`config.mk`:
```
export PLATFORM = sky130hd
export DESIGN_NAME = instruction_field_decoder
export DESIGN_NICKNAME = d
export VERILOG_FILES = /design/src/design/insn_decode_pkg.sv /design/src/design/instruction_field_decoder.sv
export SDC_FILE = /design/constraint.sdc
export NUM_CORES = 1
export LEC_CHECK = 0
export BUFFER_PORTS_ARGS = -buffer_cell sky130_fd_sc_hd__buf_2
export CORE_UTILIZATION = 43
export CTS_BUF_LIST = sky130_fd_sc_hd__clkbuf_8
export CTS_CLUSTER_DIAMETER = 200
export CTS_CLUSTER_SIZE = 8
export DETAILED_ROUTE_END_ITERATION = 8
export MAX_ROUTING_LAYER = met4
export PLACE_DENSITY = 0.84
export SYNTH_ARGS = -nofsm -noshare
export SYNTH_HDL_FRONTEND = slang
export SYNTH_SLANG_ARGS = --single-unit
```
`constraint.sdc`:
```
create_clock -name core_clk_in -period 1.34 [get_ports core_clk_in]
set_input_delay 0.134 -clock core_clk_in [delete_from_list [all_inputs] [get_ports core_clk_in]]
set_output_delay 0.134 -clock core_clk_in [all_outputs]
set_load 0.01 [all_outputs]
```
`src/design/insn_decode_pkg.sv`:
```
package insn_decode_pkg;

    // ========================================
    // condition codes
    localparam logic [3:0] COND_EQ        = 4'h0;
    localparam logic [3:0] COND_NE        = 4'h1;
    localparam logic [3:0] COND_CS        = 4'h2;
    localparam logic [3:0] COND_CC        = 4'h3;
    localparam logic [3:0] COND_HI        = 4'h4;
    localparam logic [3:0] COND_LS        = 4'h5;
    localparam logic [3:0] COND_GT        = 4'h6;
    localparam logic [3:0] COND_LE        = 4'h7;
    localparam logic [3:0] COND_FS        = 4'h8;
    localparam logic [3:0] COND_FC        = 4'h9;
    localparam logic [3:0] COND_LO        = 4'hA;
    localparam logic [3:0] COND_HS        = 4'hB;
    localparam logic [3:0] COND_LT        = 4'hC;
    localparam logic [3:0] COND_GE        = 4'hD;
    localparam logic [3:0] COND_TRUE      = 4'hE;
    localparam logic [3:0] COND_FALSE     = 4'hF;

    // ========================================
    // format 2 operation codes
    localparam logic [2:0] F2_ADD_QUICK   = 3'h0;
    localparam logic [2:0] F2_CMP_QUICK   = 3'h1;
    localparam logic [2:0] F2_SAVE_COND0  = 3'h2;
    localparam logic [2:0] F2_SAVE_COND1  = 3'h3;
    localparam logic [2:0] F2_ADD_CMP_BR  = 3'h4;
    localparam logic [2:0] F2_MOVE_QUICK  = 3'h5;

    // ========================================
    // dedicated register selectors
    localparam logic [3:0] SEL_USER_STATE = 4'h0;
    localparam logic [3:0] SEL_FRAME_PTR  = 4'h8;
    localparam logic [3:0] SEL_STACK_PTR  = 4'h9;
    localparam logic [3:0] SEL_STATIC_BASE = 4'hA;
    localparam logic [3:0] SEL_PROC_STATE = 4'hD;
    localparam logic [3:0] SEL_VECTOR_BASE = 4'hE;
    localparam logic [3:0] SEL_SEGMENT    = 4'hF;

    // ========================================
    // format 3 trap code and float type values
    localparam logic [3:0] F3_TRAP_CODE   = 4'h8;
    localparam logic       FTYPE_SINGLE   = 1'b1;
    localparam logic       FTYPE_LONG     = 1'b0;

    // undefined float opcode selection
    localparam logic [1:0] UFOP_NONE      = 2'h0;
    localparam logic [1:0] UFOP_MOVE      = 2'h1;
    localparam logic [1:0] UFOP_ADD       = 2'h2;
    localparam logic [1:0] UFOP_COMPARE   = 2'h3;

    typedef enum logic [6:0] {
        DREG_NONE        = 7'b0000000,
        DREG_USER_STATE  = 7'b0000001,
        DREG_FRAME_PTR   = 7'b0000010,
        DREG_STACK_PTR   = 7'b0000100,
        DREG_STATIC_BASE = 7'b0001000,
        DREG_PROC_STATE  = 7'b0010000,
        DREG_VECTOR_BASE = 7'b0100000,
        DREG_SEGMENT     = 7'b1000000
    } dreg_t;

    typedef enum logic [2:0] {
        ACC_NONE  = 3'b000,
        ACC_READ  = 3'b001,
        ACC_WRITE = 3'b010,
        ACC_RMW   = 3'b100
    } access_t;

    typedef enum logic [3:0] {
        EXEC_NONE     = 4'b0000,
        EXEC_MOVE_FLT = 4'b0001,
        EXEC_ADD_FLT  = 4'b0010,
        EXEC_COMPARE  = 4'b0100,
        EXEC_TRAP     = 4'b1000
    } exec_t;

    typedef struct packed {
        logic n;
        logic z;
        logic c;
        logic l;
        logic f;
    } flags_t;

    typedef struct packed {
        exec_t   exec;
        access_t acc1;
        access_t acc2;
        logic    is_64;
    } float_dec_t;

endpackage : insn_decode_pkg

```
`src/design/instruction_field_decoder.sv`:
```
// Overview of operation
// - code 1000 true when F set; 1001 true when F clear.
// - code 1100 true when N and Z zero; 1101 true when N or Z one.
// - code 1110 always true; code 1111 always false.
// - quick forms decode the short field as a signed 4-bit immediate.
// - save-condition decodes the short field as a condition code.
// - selector maps 0,8,9,A,D,E,F to the seven dedicated registers.
// - selectors 0001-0111, 1011, 1100 are reserved and map to no register.
// - first undefined float opcode acts as move: read, write, f-field width.
// - second undefined float opcode acts as add: read, read-modify-write.
// - third undefined float opcode acts as compare: read, read.
// - float-type field 1 selects 32-bit, 0 selects 64-bit data.
`timescale 1ns/10ps
`default_nettype none
module instruction_field_decoder
    import insn_decode_pkg::*;
#(
    parameter int IMM_W = 32
) (
    input  wire logic             core_clk_in,
    input  wire logic             reset_in,
    input  wire logic [3:0]       cond_in,
    input  wire flags_t           flags_in,
    input  wire logic [2:0]       fmt2_op_in,
    input  wire logic [3:0]       short_in,
    input  wire logic             fmt3_valid_in,
    input  wire logic [3:0]       fmt3_op_in,
    input  wire logic             dreg_valid_in,
    input  wire logic [1:0]       ufop_in,
    input  wire logic             ftype_in,
    output logic                  branch_taken_out,
    output logic                  save_cond_out,
    output logic                  quick_valid_out,
    output logic [IMM_W-1:0]      quick_imm_out,
    output logic                  short_is_cond_out,
    output dreg_t                 dreg_out,
    output logic                  dreg_reserved_out,
    output float_dec_t            float_dec_out,
    output logic                  undef_trap_out
);

    // ========================================
    // condition evaluation
    function automatic logic eval_cond(input logic [3:0] c, input flags_t fl);
        logic r;
        r = 1'b0;
        case (c)
            COND_EQ:    r = fl.z;
            COND_NE:    r = ~fl.z;
            COND_CS:    r = fl.c;
            COND_CC:    r = ~fl.c;
            COND_HI:    r = fl.l;
            COND_LS:    r = ~fl.l;
            COND_GT:    r = fl.n;
            COND_LE:    r = ~fl.n;
            COND_FS:    r = fl.f;
            COND_FC:    r = ~fl.f;
            COND_LO:    r = ~fl.l & ~fl.z;
            COND_HS:    r = fl.l | fl.z;
            COND_LT:    r = ~fl.n & ~fl.z;
            COND_GE:    r = fl.n | fl.z;
            COND_TRUE:  r = 1'b1;
            default:    r = 1'b0;
        endcase
        return r;
    endfunction

    logic             branch_taken_d, branch_taken_q;
    logic             save_cond_d, save_cond_q;
    logic             quick_valid_d, quick_valid_q;
    logic [IMM_W-1:0] quick_imm_d, quick_imm_q;
    logic             short_is_cond_d, short_is_cond_q;
    dreg_t            dreg_d, dreg_q;
    logic             dreg_res_d, dreg_res_q;
    float_dec_t       fdec_d, fdec_q;
    logic             trap_d, trap_q;
    logic             is_quick;
    logic             is_scond;

    // ========================================
    // next-value decode
    always_comb begin
        is_quick = (fmt2_op_in == F2_ADD_QUICK) || (fmt2_op_in == F2_CMP_QUICK) ||
                   (fmt2_op_in == F2_ADD_CMP_BR) || (fmt2_op_in == F2_MOVE_QUICK);
        is_scond = (fmt2_op_in == F2_SAVE_COND0) || (fmt2_op_in == F2_SAVE_COND1);
        branch_taken_d  = eval_cond(cond_in, flags_in);
        quick_valid_d   = is_quick;
        quick_imm_d     = '0;
        if (is_quick) begin
            quick_imm_d = {{(IMM_W-4){short_in[3]}}, short_in};
        end
        short_is_cond_d = is_scond;
        save_cond_d     = is_scond && eval_cond(short_in, flags_in);
        // dedicated register map
        dreg_d     = DREG_NONE;
        dreg_res_d = 1'b0;
        if (dreg_valid_in) begin
            case (short_in)
                SEL_USER_STATE:  dreg_d = DREG_USER_STATE;
                SEL_FRAME_PTR:   dreg_d = DREG_FRAME_PTR;
                SEL_STACK_PTR:   dreg_d = DREG_STACK_PTR;
                SEL_STATIC_BASE: dreg_d = DREG_STATIC_BASE;
                SEL_PROC_STATE:  dreg_d = DREG_PROC_STATE;
                SEL_VECTOR_BASE: dreg_d = DREG_VECTOR_BASE;
                SEL_SEGMENT:     dreg_d = DREG_SEGMENT;
                default:         dreg_res_d = 1'b1;
            endcase
        end
        // undefined float opcodes
        fdec_d.exec  = EXEC_NONE;
        fdec_d.acc1  = ACC_NONE;
        fdec_d.acc2  = ACC_NONE;
        fdec_d.is_64 = (ftype_in == FTYPE_LONG);
        case (ufop_in)
            UFOP_MOVE: begin
                fdec_d.exec = EXEC_MOVE_FLT;
                fdec_d.acc1 = ACC_READ;
                fdec_d.acc2 = ACC_WRITE;
            end
            UFOP_ADD: begin
                fdec_d.exec = EXEC_ADD_FLT;
                fdec_d.acc1 = ACC_READ;
                fdec_d.acc2 = ACC_RMW;
            end
            UFOP_COMPARE: begin
                fdec_d.exec = EXEC_COMPARE;
                fdec_d.acc1 = ACC_READ;
                fdec_d.acc2 = ACC_READ;
            end
            default: begin
                fdec_d.exec = EXEC_NONE;
            end
        endcase
        trap_d = fmt3_valid_in && (fmt3_op_in[0] || (fmt3_op_in == F3_TRAP_CODE));
        if (trap_d) begin
            fdec_d.exec = EXEC_TRAP;
        end
    end

    // ========================================
    // output registers
    always_ff @(posedge core_clk_in) begin
        if (reset_in) begin
            branch_taken_q  <= 1'b0;
            save_cond_q     <= 1'b0;
            quick_valid_q   <= 1'b0;
            quick_imm_q     <= '0;
            short_is_cond_q <= 1'b0;
            dreg_q          <= DREG_NONE;
            dreg_res_q      <= 1'b0;
            fdec_q          <= '0;
            trap_q          <= 1'b0;
        end else begin
            branch_taken_q  <= branch_taken_d;
            save_cond_q     <= save_cond_d;
            quick_valid_q   <= quick_valid_d;
            quick_imm_q     <= quick_imm_d;
            short_is_cond_q <= short_is_cond_d;
            dreg_q          <= dreg_d;
            dreg_res_q      <= dreg_res_d;
            fdec_q          <= fdec_d;
            trap_q          <= trap_d;
        end
    end

    assign branch_taken_out  = branch_taken_q;
    assign save_cond_out     = save_cond_q;
    assign quick_valid_out   = quick_valid_q;
    assign quick_imm_out     = quick_imm_q;
    assign short_is_cond_out = short_is_cond_q;
    assign dreg_out          = dreg_q;
    assign dreg_reserved_out = dreg_res_q;
    assign float_dec_out     = fdec_q;
    assign undef_trap_out    = trap_q;

    // ========================================
    // checks
    a_flag_set_cond: assert property (@(posedge core_clk_in) disable iff (reset_in)
        (cond_in == COND_FS) |=> (branch_taken_out == $past(flags_in.f)))
        else $error("flag set condition wrong");
    a_flag_clr_cond: assert property (@(posedge core_clk_in) disable iff (reset_in)
        (cond_in == COND_FC) |=> (branch_taken_out != $past(flags_in.f)))
        else $error("flag clear condition wrong");
    a_less_than_cond: assert property (@(posedge core_clk_in) disable iff (reset_in)
        (cond_in == COND_LT) |=>
        (branch_taken_out == !($past(flags_in.n) || $past(flags_in.z))))
        else $error("less than condition wrong");
    a_greater_eq_cond: assert property (@(posedge core_clk_in) disable iff (reset_in)
        (cond_in == COND_GE) |=>
        (branch_taken_out == ($past(flags_in.n) || $past(flags_in.z))))
        else $error("greater or equal condition wrong");
    a_fixed_cond: assert property (@(posedge core_clk_in) disable iff (reset_in)
        (cond_in[3:1] == 3'h7) |=> (branch_taken_out == !$past(cond_in[0])))
        else $error("fixed condition wrong");
    a_quick_sign: assert property (@(posedge core_clk_in) disable iff (reset_in)
        quick_valid_out |-> (quick_imm_out[3:0] == $past(short_in))
        && (quick_imm_out[IMM_W-1] == quick_imm_out[3]))
        else $error("quick immediate not sign extended");
    a_scond_use: assert property (@(posedge core_clk_in) disable iff (reset_in)
        ((fmt2_op_in == F2_SAVE_COND0) && (short_in == COND_TRUE)) |=>
        (save_cond_out && short_is_cond_out && !quick_valid_out))
        else $error("save condition without cond decode");
    a_dreg_segment: assert property (@(posedge core_clk_in) disable iff (reset_in)
        (dreg_valid_in && short_in == SEL_SEGMENT) |=> (dreg_out == DREG_SEGMENT))
        else $error("segment selector wrong");
    a_dreg_reserved: assert property (@(posedge core_clk_in) disable iff (reset_in)
        dreg_reserved_out |-> (dreg_out == DREG_NONE))
        else $error("reserved selector mapped");
    a_dreg_res_flag: assert property (@(posedge core_clk_in) disable iff (reset_in)
        (dreg_valid_in && ((short_in >= 4'h1 && short_in <= 4'h7) ||
        short_in == 4'hB || short_in == 4'hC)) |=> dreg_reserved_out)
        else $error("reserved selector not flagged");
    a_move_access: assert property (@(posedge core_clk_in) disable iff (reset_in)
        (float_dec_out.exec == EXEC_MOVE_FLT) |-> (float_dec_out.acc2 == ACC_WRITE))
        else $error("move access class wrong");
    a_add_access: assert property (@(posedge core_clk_in) disable iff (reset_in)
        (float_dec_out.exec == EXEC_ADD_FLT) |-> (float_dec_out.acc2 == ACC_RMW))
        else $error("add access class wrong");
    a_cmp_access: assert property (@(posedge core_clk_in) disable iff (reset_in)
        (float_dec_out.exec == EXEC_COMPARE) |-> (float_dec_out.acc1 == ACC_READ)
        && (float_dec_out.acc2 == ACC_READ))
        else $error("compare access class wrong");
    a_float_width: assert property (@(posedge core_clk_in) disable iff (reset_in)
        1'b1 |=> (float_dec_out.is_64 == !$past(ftype_in)))
        else $error("float width wrong");
    a_undef_trap: assert property (@(posedge core_clk_in) disable iff (reset_in)
        (fmt3_valid_in && fmt3_op_in == F3_TRAP_CODE) |=> undef_trap_out
        && (float_dec_out.exec == EXEC_TRAP))
        else $error("undefined format 3 not trapped");

endmodule // instruction_field_decoder
`default_nettype wire

```
==> key figures <==
Synthesis
  • Synth cell types: 34
  • Post-Syn Area: 1250 µm²
  • Asr flop ratio synth: 0%
  • Cell taking the most area after synthesis: dfxtp_1
  • Mean Syn Cell Area: 8.55 µm²
  • Post-synthesis sequential area ratio: 40.1%
  • Yosys reg bits: 25
  • Top cells by area, synth: dfxtp_1, buf_4, nor2_1
  • Gate count of the mapped netlist: 146
  • Most used flip-flop cell after synthesis: dfxtp_1
  • Area share of the largest cell type after synthesis: 40.1%
  • EDFF count, synth: 0
  • Warnings from Yosys: 0

Worst hold path
  • Class of the worst hold path: input pin to register

Drt
  • DR vias: 1,121
  • Routed wire length per instance: 11.0 µm
  • Vias per cell: 4.96
  • Post-route DRC: 0
  • Post-route ant nets: 0
  • 1st-iter DRT viols: 16
  • Drt pass-1 iters: 5
  • Wirelength, routed: 2.49 mm

Final layout
  • Diodes inserted: 0
  • Synth-to-Final Area Change: 19.3%
  • Most frequent cells in the layout: buf_2, dfxtp_1, nor2_1
  • Share of layout cells above drive strength 1: 44.1%
  • Nets: 223
  • # fillers: 246
  • Commonest non-fill, non-tap cell in the layout: buf_2

Timing
  • Tcrit/Tclk final: 80.3%
  • Fmax: 929 MHz
  • Slew Limit Fails: 0
  • Final Setup Violations: 0
  • Final Hold Fails: 0
  • Final Critical Period: 1080 ps
  • Unrepaired setup endpoints after global routing: no
  • Hold slack: 18.9 ps
  • Final TNS setup: 0 ps
  • Setup ws final: 264 ps

Critical path
  • Slowest CP cell: dfxtp_1
  • Slowest cell delay on critical path: 310 ps
  • CP max FO: 29
  • WP data required: 1210 ps
  • Crit path arrival time: 940 ps
  • Critical path class: register to output pin
  • Setup crit start kind: register
  • Critical path cell sequence: buf_4 > buf_2
  • CP endpoint kind: output pin

Floorplan
  • Die area: 3120 µm²
  • Die H: 55.9 µm
  • Die Span X: 55.9 µm
  • Initial Util: 45.3%
  • Row count: 19
  • Core Region: 2760 µm²
  • # IOs: 83

Clocking
  • CTS tree: built
  • CTS Buf Count: 3
  • Hold_buf cts: 0
  • CTS H-tree lvls: 1
  • CTS clk-pin slew, worst paths: 90 ps
  • Post_cts resized: 0
  • CTS sink cnt: 25
  • Post-CTS setup buffers: 0
  • CTS Root Cell: clkbuf_8
  • Max clock buf depth: 2

Global route
  • Number of antenna violations at the first check in global routing: 0
  • Vias in the first global route: 920
  • Grt ovf: 0
  • GRT Total Usage: 16.6%
  • Largest net degree at the start of global routing: 30
  • Wire length of the first global-routing pass: 3.98 mm

Pwr
  • Static Leak: 0.784 nW
  • PD cells: 1010 nW/µm²
  • Worst IR Drop VDD: 0.616 mV

Placed design
  • Dpl hpwl: 1.96 mm
  • Number of port buffers: 79
  • Worst slack, placed: 140 ps
  • GPL Wtd Cong: 0.810

Run status
  • Status: completed

Run
  • Max Cap Viol: 0
## worst max-delay path: cells and delay by family, from the launching register on
family | cells | cell delay [ps]
flip-flops | 1 | 310
buffers and inverters | 2 | 360
## power by group
| group | switching [mW] | internal, mW |
|---|---|---|
| clock | 0.236 | 0.217 |
| combinational | 0.162 | 0.120 |
| sequential | 0.00594 | 0.769 |
## synthesized netlist by cell type (all sizes together) (2+ instances only)
library cell and instances:
o21ai 6, o22ai 2, and2 6, nand3 2, nand2 7, nor3b 5
o32ai 2, nor3 3, dfxtp 25, xor2 2, mux2i 2, nand2b 3
nor2b 2, nor2 21, a21oi 5, buf 36
## flip-flops by register name (all words and copies together) (netlist names)
register and flops:
branch_taken_out 1, save_cond_out 1, dreg_reserved_out 1, short_is_cond_out 1
quick_valid_out 1, float_dec_out 9, quick_imm_out 4, dreg_out 7
## logic make-up (layout without fill, tap and decap cells)
logic type      Yosys count  after routing  synth area share [%]
other cells               1              2                 0.300
xor+xnor                  3              3                  2.10
compound gates           24             24                  12.7
mux                       2              2                  1.60
flops                    25             25                  40.1
buf+inv                  38             86                  21.2
simple gates             53             53                  21.9
## metal layers
metal	vias to the layer above	global-route usage, %	part of all wire (%)
li1	558	-	-
met1	501	18.1	41
met2	60	29.6	51
met3	2	2.33	7.4
met4	0	8.36	1.1
met5	-	-	0
## cell type report
type	count	area [µm²]	area share [%]
flip-flops and latches	25	500	33.6
multi-input cells	84	487	32.7
repair buffers	81	410	27.5
clock buffers	3	41.3	2.77
well taps	31	38.8	2.60
clock inverters	1	8.76	0.588
inverters	1	3.75	0.252
## worst paths after layout
kind,start,depth (start not counted),endpoint,slack (ps)
worst max-delay path,quick_imm_out[3],2,quick_imm_out[8],260
worst min-delay path,ftype_in,2,float_dec_out[0],20
## through the flow
step	util [%]	instance area (µm²)	instances	power [mW]
CTS	54.0	1490	226	1.53
global placement	52.2	1440	222	1.07
detailed placement	52.2	1440	222	1.07
floorplan	-	1250	147	0.998
finish	54.0	1490	226	1.51
global route	54.0	1490	226	1.59
Note: power is estimated with default switching activity, not from simulation.
